## config.mk

```make
export PLATFORM = sky130hd
export DESIGN_NAME = tih_device_flat
export DESIGN_NICKNAME = d
export VERILOG_FILES = /design/src/core/tih_pkg.sv /design/src/core/tih_if.sv /design/src/core/tih_device.sv /design/src/flat_wrapper.sv
export VERILOG_INCLUDE_DIRS = /design/src /design/src/core
export SDC_FILE = /design/constraint.sdc
export NUM_CORES = 1
export LEC_CHECK = 0
export BUFFER_PORTS_ARGS = -buffer_cell sky130_fd_sc_hd__buf_2
export CAP_MARGIN = 0
export CORE_ASPECT_RATIO = 1.5
export CORE_MARGIN = 5
export CORE_UTILIZATION = 64
export CTS_CLUSTER_DIAMETER = 30
export DETAILED_ROUTE_END_ITERATION = 6
export PLACE_DENSITY = 0.9
export SLEW_MARGIN = 0
export SYNTH_ARGS = -nofsm -noshare
export SYNTH_HDL_FRONTEND = slang
export SYNTH_SLANG_ARGS = --single-unit
```

## constraint.sdc

```tcl
create_clock -name clk_in -period 5.1 [get_ports clk_in]
set_clock_uncertainty 0.1 [all_clocks]
set_input_delay 0.51 -clock clk_in [delete_from_list [all_inputs] [get_ports clk_in]]
set_output_delay 0.51 -clock clk_in [all_outputs]
set_load 0.02 [all_outputs]
```

## src/core/tih_defines.svh

```systemverilog
// Purpose: Offsets, field positions, reset values and timing counts
// Assumes: 8-bit register port, 125 MHz clock
// Notes:   Shared by both ends of the converter link
`ifndef TIH_DEFINES_SVH
`define TIH_DEFINES_SVH

// ==========================================================
// Register addresses
`define TIH_ADDR_RESULT   4'h0
`define TIH_ADDR_MAIN     4'h0
`define TIH_ADDR_CALC     4'h2
`define TIH_ADDR_DIV      4'h4
`define TIH_ADDR_DIVAUX   4'h5
`define TIH_ADDR_HITEN    4'h7
`define TIH_ADDR_INIT     4'hb
`define TIH_ADDR_RDPTR    4'he

// ==========================================================
// Field positions
`define TIH_MAIN_RESADJ   1
`define TIH_MAIN_NOISE    2
`define TIH_MAIN_AUTOCAL  3
`define TIH_MAIN_MULT     4
`define TIH_MAIN_CALCLK   5
`define TIH_MAIN_LONG     6
`define TIH_INIT_MEAS     0
`define TIH_INIT_ALU      1
`define TIH_INIT_SOFTPOR  7
`define TIH_DIV_SEL_LSB   5
`define TIH_DIV_LOG2_MAX  3'h6

// ==========================================================
// Reset and command values
`define TIH_RST_BYTE      8'h00
`define TIH_VAL_HITS_OFF  8'h00
`define TIH_VAL_INIT      8'h07
`define TIH_VAL_MAIN      8'h78
`define TIH_VAL_CALC_1    8'h21
`define TIH_VAL_DIV       8'hc0
`define TIH_LFSR_SEED     16'hace1

// ==========================================================
// Timing
`define TIH_CLK_MHZ       125
`define TIH_ALU_NS        3000
`define TIH_ALU_CYC       ((`TIH_ALU_NS * `TIH_CLK_MHZ + 999) / 1000)
`define TIH_POLL_GUARD    2

`endif

```

## src/core/tih_pkg.sv

```systemverilog
// Purpose: Types shared by the converter and its host sequencer
// Assumes: Constants live in tih_defines.svh
// Notes:   One-hot state codes
package tih_pkg;

   typedef logic [31:0] tih_result_t;

   typedef enum logic [3:0] {
      M_IDLE  = 4'h1,
      M_ARMED = 4'h2,
      M_RUN   = 4'h4,
      M_DONE  = 4'h8
   } tih_meas_state_t;

   typedef enum logic [6:0] {
      H_IDLE = 7'h01,
      H_CFG  = 7'h02,
      H_INIT = 7'h04,
      H_POLL = 7'h08,
      H_WAIT = 7'h10,
      H_CALC = 7'h20,
      H_READ = 7'h40
   } tih_host_state_t;

endpackage : tih_pkg

```

## src/core/tih_if.sv

```systemverilog
// Purpose: Byte-wide register port plus completion flag
// Assumes: Single clock shared by both ends
// Notes:   Read data valid only in the cycle after the read strobe
`timescale 1ns/100ps
interface tih_if;
   logic [3:0] addr;
   logic [7:0] wdata;
   logic       wr;
   logic       rd;
   logic [7:0] rdata;
   logic       completion_flag;

   modport dev  (input addr, input wdata, input wr, input rd, output rdata, output completion_flag);
   modport host (output addr, output wdata, output wr, output rd, input rdata, input completion_flag);
endinterface : tih_if

```

## src/core/tih_device.sv

```systemverilog
// Purpose: Time-interval converter end: measurement, arithmetic unit, result port
// Assumes: Start and stop are asynchronous pins; register port on the local clock
// Notes:   Three results of four bytes each, read through an auto-incrementing index
//
// Overview of operation
// - Measurement done starts selected calculation automatically
// - New calculation select stores next result slot
// - Host waits three microseconds between calculations
// - Four bytes per result, auto-incremented reads
// - Init command 0x07 resets measurement and arithmetic
// - Hit enable zero disables all stops
// - Hit enable value sets accepted stop count
// - Main config 0x78 selects long range, calibration; calibration bits stored but unused
// - Calculation select 0x21 gives first stop minus start
// - Selects 1,2,3 give hits minus start
// - Divider config 0xc0 selects divide by 64
// - Completion flag marks finished measurement
// - Result bytes fraction low first, integer last
// - Start ignored in resolution-adjust mode
// - Software power-on reset via init register
// - Auto-noise adds pseudo jitter without adjust
// - Resolution adjust adds its own dither
// - Divider codes map to 1..64 factors
//
// Added by the designer: the strobed register port and the placing of the registers.
`timescale 1ns/100ps
`include "tih_defines.svh"
module tih_device (
   input  wire logic  clk_in,
   input  wire logic  nrst_in,
   tih_if.dev         bus,
   input  wire logic  start_in,
   input  wire logic  stop_in,
   output logic       meas_busy_out,
   output logic       alu_busy_out
);

   // ==========================================================
   // Registers
   logic [7:0]                main_cfg_reg;
   logic [7:0]                calc_sel_reg;
   logic [7:0]                div_cfg_reg;
   logic [7:0]                div_aux_reg;
   logic [7:0]                hit_en_reg;
   logic [3:0]                rd_idx_reg;
   logic [7:0]                rdata_reg;
   logic                      flag_reg;
   logic                      soft_rst_reg;
   tih_pkg::tih_meas_state_t  meas_reg;
   logic [1:0]                hit_cnt_reg;
   logic [15:0]               coarse_reg;
   logic [5:0]                prescale_reg;
   logic [15:0]               lfsr_reg;
   tih_pkg::tih_result_t      start_stamp_reg;
   tih_pkg::tih_result_t      hit_time_reg [3];
   tih_pkg::tih_result_t      result_reg [3];
   logic                      alu_busy_reg;
   logic [8:0]                alu_cnt_reg;
   logic [1:0]                alu_wr_idx_reg;

   logic wr_main, wr_calc, wr_div, wr_divaux, wr_hiten, wr_init, wr_ptr;
   logic init_meas, init_alu, rd_result;
   logic [2:0]  div_log2;
   logic [5:0]  div_last;
   logic        dither_on;
   tih_pkg::tih_result_t stamp;
   tih_pkg::tih_result_t alu_value;
   logic        hit_take, meas_finish, alu_start;
   logic [1:0]  op_idx;

   assign wr_main   = bus.wr && bus.addr == `TIH_ADDR_MAIN;
   assign wr_calc   = bus.wr && bus.addr == `TIH_ADDR_CALC;
   assign wr_div    = bus.wr && bus.addr == `TIH_ADDR_DIV;
   assign wr_divaux = bus.wr && bus.addr == `TIH_ADDR_DIVAUX;
   assign wr_hiten  = bus.wr && bus.addr == `TIH_ADDR_HITEN;
   assign wr_init   = bus.wr && bus.addr == `TIH_ADDR_INIT;
   assign wr_ptr    = bus.wr && bus.addr == `TIH_ADDR_RDPTR;
   assign init_meas = wr_init && bus.wdata[`TIH_INIT_MEAS];
   assign init_alu  = wr_init && bus.wdata[`TIH_INIT_ALU];
   assign rd_result = bus.rd && bus.addr == `TIH_ADDR_RESULT;

   assign bus.rdata           = rdata_reg;
   assign bus.completion_flag = flag_reg;

   // ==========================================================
   // Pin synchronisers: 2nd and 3rd stage must agree
   logic [1:0] pin_raw;
   logic [2:0] sync_reg [2];
   logic       pin_lvl_reg [2];
   logic [1:0] pin_rise;
   assign pin_raw = {stop_in, start_in};

   for (genvar g = 0; g < 2; g++) begin : g_sync
      always_ff @(posedge clk_in or negedge nrst_in) begin
         if (!nrst_in) begin
            sync_reg[g]    <= 3'h0;
            pin_lvl_reg[g] <= 1'b0;
         end else begin
            sync_reg[g] <= {sync_reg[g][1:0], pin_raw[g]};
            if (sync_reg[g][1] == sync_reg[g][2])
               pin_lvl_reg[g] <= sync_reg[g][2];
         end
      end
      assign pin_rise[g] = (sync_reg[g][1] == sync_reg[g][2]) && sync_reg[g][2] && !pin_lvl_reg[g];
   end

   // ==========================================================
   // Configuration registers
   always_ff @(posedge clk_in or negedge nrst_in) begin
      if (!nrst_in) begin
         soft_rst_reg <= 1'b0;
      end else begin
         soft_rst_reg <= wr_init && bus.wdata[`TIH_INIT_SOFTPOR];
      end
   end

   always_ff @(posedge clk_in or negedge nrst_in) begin
      if (!nrst_in) begin
         main_cfg_reg <= `TIH_RST_BYTE;
         calc_sel_reg <= `TIH_RST_BYTE;
         div_cfg_reg  <= `TIH_RST_BYTE;
         div_aux_reg  <= `TIH_RST_BYTE;
         hit_en_reg   <= `TIH_RST_BYTE;
      end else if (soft_rst_reg) begin
         main_cfg_reg <= `TIH_RST_BYTE;
         calc_sel_reg <= `TIH_RST_BYTE;
         div_cfg_reg  <= `TIH_RST_BYTE;
         div_aux_reg  <= `TIH_RST_BYTE;
         hit_en_reg   <= `TIH_RST_BYTE;
      end else begin
         if (wr_main)   main_cfg_reg <= bus.wdata;
         if (wr_calc)   calc_sel_reg <= bus.wdata;
         if (wr_div)    div_cfg_reg  <= bus.wdata;
         if (wr_divaux) div_aux_reg  <= bus.wdata;
         if (wr_hiten)  hit_en_reg   <= bus.wdata;
      end
   end

   // ==========================================================
   // Divider, time stamp and dither
   always_comb begin
      div_log2 = div_cfg_reg[`TIH_DIV_SEL_LSB +: 3];
      if (div_log2 > `TIH_DIV_LOG2_MAX)
         div_log2 = `TIH_DIV_LOG2_MAX;
      div_last = 6'((7'h01 << div_log2) - 7'h01);
   end

   assign dither_on = main_cfg_reg[`TIH_MAIN_RESADJ] || main_cfg_reg[`TIH_MAIN_NOISE];

   always_comb begin
      if (!main_cfg_reg[`TIH_MAIN_LONG])
         stamp = {coarse_reg, 16'h0000};
      else if (main_cfg_reg[`TIH_MAIN_MULT])
         stamp = {16'((coarse_reg << div_log2) | 16'(prescale_reg)), 16'h0000};
      else
         stamp = {coarse_reg, 16'(({prescale_reg, 16'h0000}) >> div_log2)};
      if (dither_on)
         stamp[7:0] = stamp[7:0] ^ lfsr_reg[7:0];
   end

   always_ff @(posedge clk_in or negedge nrst_in) begin
      if (!nrst_in) begin
         lfsr_reg <= `TIH_LFSR_SEED;
      end else begin
         lfsr_reg <= {lfsr_reg[14:0], lfsr_reg[15] ^ lfsr_reg[13] ^ lfsr_reg[12] ^ lfsr_reg[10]};
      end
   end

   // ==========================================================
   // Measurement sequencer
   assign hit_take    = meas_reg == tih_pkg::M_RUN && pin_rise[1] && hit_en_reg != 8'h00
                        && {6'h00, hit_cnt_reg} < hit_en_reg;
   assign meas_finish = meas_reg == tih_pkg::M_RUN
                        && ((hit_take && ({6'h00, hit_cnt_reg} + 8'h01 == hit_en_reg || hit_cnt_reg == 2'h2))
                            || (coarse_reg == 16'hffff && prescale_reg == div_last));

   always_ff @(posedge clk_in or negedge nrst_in) begin
      if (!nrst_in) begin
         meas_reg        <= tih_pkg::M_IDLE;
         hit_cnt_reg     <= 2'h0;
         coarse_reg      <= 16'h0000;
         prescale_reg    <= 6'h00;
         start_stamp_reg <= 32'h0000_0000;
         hit_time_reg    <= '{default: 32'h0000_0000};
      end else if (soft_rst_reg) begin
         meas_reg <= tih_pkg::M_IDLE;
      end else if (init_meas) begin
         meas_reg     <= tih_pkg::M_ARMED;
         hit_cnt_reg  <= 2'h0;
         coarse_reg   <= 16'h0000;
         prescale_reg <= 6'h00;
      end else begin
         unique case (meas_reg)
            tih_pkg::M_IDLE: begin
            end
            tih_pkg::M_ARMED: begin
               if (main_cfg_reg[`TIH_MAIN_RESADJ] || pin_rise[0]) begin
                  meas_reg        <= tih_pkg::M_RUN;
                  start_stamp_reg <= stamp;
                  // Start edge is the first tick of the interval
                  if (!main_cfg_reg[`TIH_MAIN_LONG] || div_last == 6'h00)
                     coarse_reg <= 16'h0001;
                  else
                     prescale_reg <= 6'h01;
               end
            end
            tih_pkg::M_RUN: begin
               if (!main_cfg_reg[`TIH_MAIN_LONG] || prescale_reg == div_last) begin
                  prescale_reg <= 6'h00;
                  coarse_reg   <= coarse_reg + 16'h0001;
               end else begin
                  prescale_reg <= prescale_reg + 6'h01;
               end
               if (hit_take) begin
                  hit_time_reg[hit_cnt_reg] <= stamp;
                  hit_cnt_reg               <= hit_cnt_reg + 2'h1;
               end
               if (meas_finish)
                  meas_reg <= tih_pkg::M_DONE;
            end
            tih_pkg::M_DONE: begin
            end
         endcase
      end
   end

   // Set wins over the init clear
   always_ff @(posedge clk_in or negedge nrst_in) begin
      if (!nrst_in) begin
         flag_reg <= 1'b0;
      end else if (meas_finish) begin
         flag_reg <= 1'b1;
      end else if (init_meas || soft_rst_reg) begin
         flag_reg <= 1'b0;
      end
   end

   // ==========================================================
   // Arithmetic unit
   assign alu_start = meas_finish
                      || (wr_calc && meas_reg == tih_pkg::M_DONE);
   assign op_idx    = calc_sel_reg[1:0];
   always_comb begin
      alu_value = 32'h0000_0000;
      if (op_idx != 2'h0 && calc_sel_reg[3:2] == 2'h0)
         alu_value = hit_time_reg[op_idx - 2'h1] - start_stamp_reg;
   end

   always_ff @(posedge clk_in or negedge nrst_in) begin
      if (!nrst_in) begin
         alu_busy_reg   <= 1'b0;
         alu_cnt_reg    <= 9'h000;
         alu_wr_idx_reg <= 2'h0;
         result_reg     <= '{default: 32'h0000_0000};
      end else if (soft_rst_reg || init_alu) begin
         alu_busy_reg   <= 1'b0;
         alu_wr_idx_reg <= 2'h0;
      end else if (alu_start) begin
         alu_busy_reg <= 1'b1;
         alu_cnt_reg  <= 9'(`TIH_ALU_CYC - 2);
      end else if (alu_busy_reg) begin
         if (alu_cnt_reg == 9'h000) begin
            alu_busy_reg <= 1'b0;
            if (alu_wr_idx_reg != 2'h3) begin
               result_reg[alu_wr_idx_reg] <= alu_value;
               alu_wr_idx_reg             <= alu_wr_idx_reg + 2'h1;
            end
         end else begin
            alu_cnt_reg <= alu_cnt_reg - 9'h001;
         end
      end
   end

   // ==========================================================
   // Read port
   always_ff @(posedge clk_in or negedge nrst_in) begin
      if (!nrst_in) begin
         rd_idx_reg <= 4'h0;
         rdata_reg  <= `TIH_RST_BYTE;
      end else begin
         rdata_reg <= `TIH_RST_BYTE;
         if (soft_rst_reg) begin
            rd_idx_reg <= 4'h0;
         end else if (wr_ptr) begin
            rd_idx_reg <= bus.wdata[3:0];
         end else if (rd_result) begin
            if (rd_idx_reg < 4'hc)
               rdata_reg <= result_reg[rd_idx_reg[3:2]][{rd_idx_reg[1:0], 3'h0} +: 8];
            rd_idx_reg <= rd_idx_reg + 4'h1;
         end else if (bus.rd) begin
            unique case (bus.addr)
               `TIH_ADDR_CALC:   rdata_reg <= calc_sel_reg;
               `TIH_ADDR_DIV:    rdata_reg <= div_cfg_reg;
               `TIH_ADDR_DIVAUX: rdata_reg <= div_aux_reg;
               `TIH_ADDR_HITEN:  rdata_reg <= hit_en_reg;
               `TIH_ADDR_INIT:   rdata_reg <= {4'h0, alu_busy_reg, meas_reg == tih_pkg::M_RUN,
                                               hit_cnt_reg};
               default:          rdata_reg <= `TIH_RST_BYTE;
            endcase
         end
      end
   end

   // ==========================================================
   // User status
   always_ff @(posedge clk_in or negedge nrst_in) begin
      if (!nrst_in) begin
         meas_busy_out <= 1'b0;
         alu_busy_out  <= 1'b0;
      end else begin
         meas_busy_out <= meas_reg == tih_pkg::M_RUN || meas_reg == tih_pkg::M_ARMED;
         alu_busy_out  <= alu_busy_reg;
      end
   end

endmodule : tih_device

```

## src/flat_wrapper.sv

```systemverilog
// flat-port wrapper written by rule: the top's interface ports become plain ports
module tih_device_flat 
  (clk_in, nrst_in, start_in, stop_in, meas_busy_out, alu_busy_out, bus_addr, bus_wdata, bus_wr, bus_rd, bus_rdata, bus_completion_flag);
  tih_if bus_i ();
  input  wire logic clk_in;
  input  wire logic nrst_in;
  input  wire logic start_in;
  input  wire logic stop_in;
  output logic meas_busy_out;
  output logic alu_busy_out;
  input wire logic [$bits(bus_i.addr)-1:0] bus_addr;
  input wire logic [$bits(bus_i.wdata)-1:0] bus_wdata;
  input wire logic [$bits(bus_i.wr)-1:0] bus_wr;
  input wire logic [$bits(bus_i.rd)-1:0] bus_rd;
  output wire logic [$bits(bus_i.rdata)-1:0] bus_rdata;
  output wire logic [$bits(bus_i.completion_flag)-1:0] bus_completion_flag;
  assign bus_i.addr = bus_addr;
  assign bus_i.wdata = bus_wdata;
  assign bus_i.wr = bus_wr;
  assign bus_i.rd = bus_rd;
  assign bus_rdata = bus_i.rdata;
  assign bus_completion_flag = bus_i.completion_flag;
  tih_device u_core (.clk_in(clk_in), .nrst_in(nrst_in), .bus(bus_i), .start_in(start_in), .stop_in(stop_in), .meas_busy_out(meas_busy_out), .alu_busy_out(alu_busy_out));
endmodule
```

# After elaboration in Yosys (flattened, before gate mapping)
# Cells that the tools add are included.
# classes
add_sub_neg	10
magnitude_cmp	9
eq_ne	24
shifts	4
mux	68
bitwise_logic	13
reduce_logical	68
# ops
cell	n
2-to-1 mux 32 bit	9
bitwise mux 96 bit	2
binary-select mux 32 bit (select 2 bit)	2
demux 32 bit (select 2 bit)	2
2-to-1 mux 8 bit	14
2-to-1 mux 16 bit	4
one-hot mux 8 bit (5 select lines)	1
one-hot mux 16 bit (2 select lines)	1
variable part select 32 x 6 -> 8 bit	1
subtractor 32 bit	1
2-to-1 mux 4 bit	7
2-to-1 mux 9 bit	3
nonzero test 2 bit	13
logical AND 1 bit	25
2-to-1 mux 6 bit	4
>> shifter 22 x 3 -> 16 bit	1
adder 16 x 1 -> 16 bit (second input constant)	1
equality test 16 bit (second input constant)	1
equality test 4 x 3 -> 1 bit (second input constant)	4
2-to-1 mux 2 bit	8
OR 16 x 6 -> 16 bit	1
AND reduction 4 bit	4
<< shifter 16 x 3 -> 16 bit	1
2-to-1 mux 7 bit	2
43 further kinds	84
# word_totals
reg_bits	343
output_inout_bits	11

# Depth between registers and ports, before layout
# depth
depth_word	13
depth_mapped	19

# Least setup slack after synthesis
# OpenSTA, ideal clock, no wires.
# synth_timing
path_type	register to register
start	reg u_core.calc_sel_reg[0]
end	reg u_core.result_reg[26] (netlist name)
setup_ns	0.130
arrival_ns	4.101
path_slack_ns	0.768
stages_incl_launch_ff	20
period_less_slack_ns	4.332
cell_sequence	dfrtp_1 inv_1 clkbuf_1 ha_1 clkbuf_1 nor2b_1 clkbuf_1 clkbuf_1 a21oi_1 ha_1 inv_1 fa_1 a211oi_1 o211ai_1 a311o_1 a311oi_1 or2_2 o221ai_1 xnor2_1 o21ai_0
# synth_between
elab_chain_len	8
# synth_lines
element	line	text
start, declared	tih_device.sv:41	logic [7:0] calc_sel_reg;
start signal, assigned	tih_device.sv:120	calc_sel_reg <= `TIH_RST_BYTE;
start signal, assigned	tih_device.sv:126	calc_sel_reg <= `TIH_RST_BYTE;
start signal, assigned	tih_device.sv:132	if (wr_calc) calc_sel_reg <= bus.wdata;
subtractor 2 x 1 -> 2 bit	tih_device.sv:246	alu_value = hit_time_reg[op_idx - 2'h1] - start_stamp_reg;
NOT 2 -> 3 bit (implied by the code)	tih_device.sv:246	
binary-select mux 32 bit (select 2 bit)	tih_device.sv:246	
2-to-1 mux 32 bit (implied by the code) (2 in a row)	tih_device.sv:246	
subtractor 32 bit	tih_device.sv:246	
2-to-1 mux 32 bit *	tih_device.sv:245	if (op_idx != 2'h0 && calc_sel_reg[3:2] == 2'h0)
bitwise mux 96 bit *	tih_device.sv:265	result_reg[alu_wr_idx_reg] <= alu_value;
end signal, assigned by index	tih_device.sv:265	
end, declared	tih_device.sv:56	tih_pkg::tih_result_t result_reg [3];
# Every way passes the cells marked *; elsewhere a longest branch is shown, timed or not. The select of a mux whose other input is x is not followed.
# A chain may end at the register's enable or synchronous reset.

# Worst setup path in the final report
# layout_timing
start	reg u_core.calc_sel_reg[0]
end	reg u_core.result_reg[31] (netlist name)
# The elaborated chain is that of the path after synthesis.

==> run metrics <==
Clk pwr share=34.4%; CTS tree=done; status=completed; kind of end point of the critical path=flop; routed len/inst=~21 um; setup_tns=0 ns; critical path cell sequence=inv_1 -> ha_2 -> buf_4 -> buf_4 -> mux2i_1 -> o21ai_0 -> ha_1 -> nand4_1 -> or3_1 -> o41ai_1 -> nor4bb_1 -> a311oi_1 -> o21ai_0; IO Port Bufs=28; ANT cells=0; share of layout cells above drive strength 1=about 13%; Core ar.=27,300 sq um; drt first pass iters=6; CP delay by family, top=compound AO/OA/AOI/OAI gates; Die W=between 100 and 150 um; Max H-tree Level=2; final cycle utilization of the critical path=87.7%; sw frac=between 30% and 40%; top post-synthesis cells by area=dfrtp_1, nand2_1, o21ai_0, mux2_2, mux2i_1; most instantiated cells after synthesis=dfrtp_1, nand2_1, o21ai_0; Max-Cap Viols=0; num rows=74; nets=1,959; Clock Latency Late Sink=0.56 ns; Synth top area share=46.2%; Flop pwr share=about a third; GRT Total Usage=a little under a third; fillers=between 1,500 and 2,000; Seq/Total Area, Yosys=47.5%; Slew Viols, Final=0; Setup violations, final=0; vias in the first global route=14,900; worst-path maximum fanout=13; leading area contributor after synthesis=dfrtp_1; Congestion Overflow GR=0; relative slew slack=17.9%; Final Hold Violating Endpoints=0; die area=between 30,000 and 40,000 sq um; Fmax achieved=approximately 220 MHz; Initial Util=around two thirds; Fin Hold WS=approximately 0.18 ns; leakage power figure=~9.0 nW; DRC=0; crit-path max cell delay=around 0.65 ns; gpl congestion=a little under 1; max reg flops=96; antenna violations before repair=0; Longest Clk Path Bufs=3; count of different cell masters after synthesis=89; synth warn=0; first-pass GRT wire length=around 77 mm; Tot Pwr=0.00896 W; Die Y=about 210 um; Worst-path clk slew=0.06 ns; most common cell in the netlist=dfrtp_1; peak supply drop=between 0.2 and 0.25 mV; Post-Route WL=48.0 mm; clock period minus worst slack=roughly 4.5 ns; Area Growth Syn to Fin=10.2%; syn_area_per_cell=9.27 sq um; Slowest cell on crit path=o41ai_1; DRT antenna net count=0; Setup CP Type=flop to flop; Cell Int Power=approximately 0.0057 W; placed cell area=between 15,000 and 20,000 sq um; pin count of the biggest net entering global routing=approximately 180; Crit path buffers/inverters=3; Hold/Removal Path Class=input port to flop; RSZ-0062 raised after global routing=no; clk sinks=336; FF+latch area=between 8000 and 9000 sq um; post-cts sizing count=0; multi-input logic area=about 8500 sq um; Worst Tran Pin Value=about 1.2 ns; Synth async-reset ratio=100%; Vias/cell=6.63; number of synthesized register bits=336; CP Launch Type=flop; cts bufs inserted=between 40 and 50; post-synthesis instance area=roughly 18,000 sq um; Critical Path RT=around 5.4 ns; I/O Pins=29; Post-synth EDFFs=0; Psw=0.00324 W; Main synth FF type=dfrtp_1; clock root buffer=clkbuf_16; via count=~15,000; CP arrival=approximately 4.8 ns; Cells after Synth=about 1,900; Logic pwr share=a little over 30%; DRT iter0 DRCs=1,729; Pwr Density=roughly 460 nW/um^2; Post-Syn Nets=roughly 2,000; DPL Wire Length=about 32 mm; post-route cell area=19,500 sq um
==> layer usage <==
| layer | track usage, % | vias up | routed length [um] | share of wire [%] |
|---|---|---|---|---|
| li1 | - | 6675 | - | - |
| met1 | 36.8 | 7328 | 17800 | 37 |
| met2 | 52.0 | 824 | 24000 | 50 |
| met3 | 4.48 | 214 | 3350 | 7.0 |
| met4 | 18.0 | 0 | 2900 | 6.0 |
| met5 | 0 | - | 0 | 0 |
==> timing repair <==
action / CTS / global route
hold buffers: 3 / 0
buffers inserted: 0 / 0
endpoints found under the hold margin: 30 / 0
==> final cells by class <==
type / instances / area share [%]
multi-input cells: 1387 / 43.7
inverters: 66 / 1.27
clock inverters: 24 / 1.37
flip-flops and latches: 336 / 43.2
repair buffers: 59 / 2.13
well taps: 342 / 2.19
clock buffers: 55 / 6.22
==> layout by cell type, fill, tap and decap left out, drive strengths merged, types with 19 or more instances in the layout <==
| cell type | netlist | routed |
|---|---|---|
| o22ai | 35 | 35 |
| xor2 | 25 | 25 |
| nor2 | 122 | 122 |
| inv | 65 | 74 |
| nor3 | 40 | 40 |
| a21o | 28 | 28 |
| xnor2 | 25 | 25 |
| mux2i | 61 | 61 |
| dfrtp | 327 | 327 |
| nand2 | 320 | 320 |
| o21ai | 221 | 221 |
| a211oi | 19 | 19 |
| ha | 47 | 47 |
| a21oi | 112 | 112 |
| mux2 | 69 | 69 |
| clkbuf | 79 | 55 |
| buf | 42 | 56 |
| nand3 | 65 | 65 |
==> power groups by stage <==
stage	logic (W)	registers [W]	clock network, W
6_report	0.00271	0.00317	0.00308
5_1_grt	0.00291	0.00318	0.00324
4_1_cts	0.00264	0.00315	0.00311
3_5_place_dp	0.00260	0.00319	0
3_3_place_gp	0.00254	0.00317	0
2_1_floorplan	0.00192	0.00309	0
==> metrics by stage <==
stage               setup WS (ns)  util (%)  std cells
floorplan                   0.768         -       1910
global placement            0.835      65.9       2187
detailed placement          0.707      65.9       2187
CTS                         0.674      71.4       2269
global route                0.326      71.4       2269
finish                      0.630      71.4       2269
==> worst reg2reg max path, stage by stage (launching register included) <==
cell and delay [ns]:
dfrtp_1 0.41, inv_1 0.08, ha_2 0.32, buf_4 0.22
buf_4 0.32, mux2i_1 0.24, o21ai_0 0.12, ha_1 0.53
nand4_1 0.18, or3_1 0.40, o41ai_1 0.65, nor4bb_1 0.14
a311oi_1 0.44, o21ai_0 0.15
==> cells by family (layout without fill, tap and decap cells) <==
kind of cell               count (synthesis)  count (layout)  share of synthesized area, %
xor gates and xnor gates                  50              50                          2.47
and+or+nand+nor                          650             650                          16.8
DFF                                      336             336                          47.5
muxes                                    132             132                          8.09
AOI/OAI and AO/OA                        506             506                          17.1
buffers and inverters                    187             204                          4.46
adders and majority gates                 49              49                          3.49
==> path summary, 6_finish.rpt <==
path	from	to	slack, ns	cells after the start
max	u_core.calc_sel_reg[0]$_DFFE_PN0P_	u_core.result_reg[31]$_DFFE_PN0P_	0.63	13
min reg2reg	u_core.lfsr_reg[8]$_DFF_PN0_	u_core.lfsr_reg[9]$_DFF_PN0_	0.25	0
min in group asynchronous	nrst_in	u_core.start_stamp_reg[11]$_DFFE_PN0P_	0.32	2
max in group asynchronous	nrst_in	u_core.hit_en_reg[7]$_DFFE_PN0P_	3.33	3
min	bus_wdata[5]	u_core.hit_en_reg[5]$_DFFE_PN0P_	0.18	3
max reg2reg	u_core.calc_sel_reg[0]$_DFFE_PN0P_	u_core.result_reg[31]$_DFFE_PN0P_	0.63	13
No activity file was read; power rests on OpenSTA's default activity.
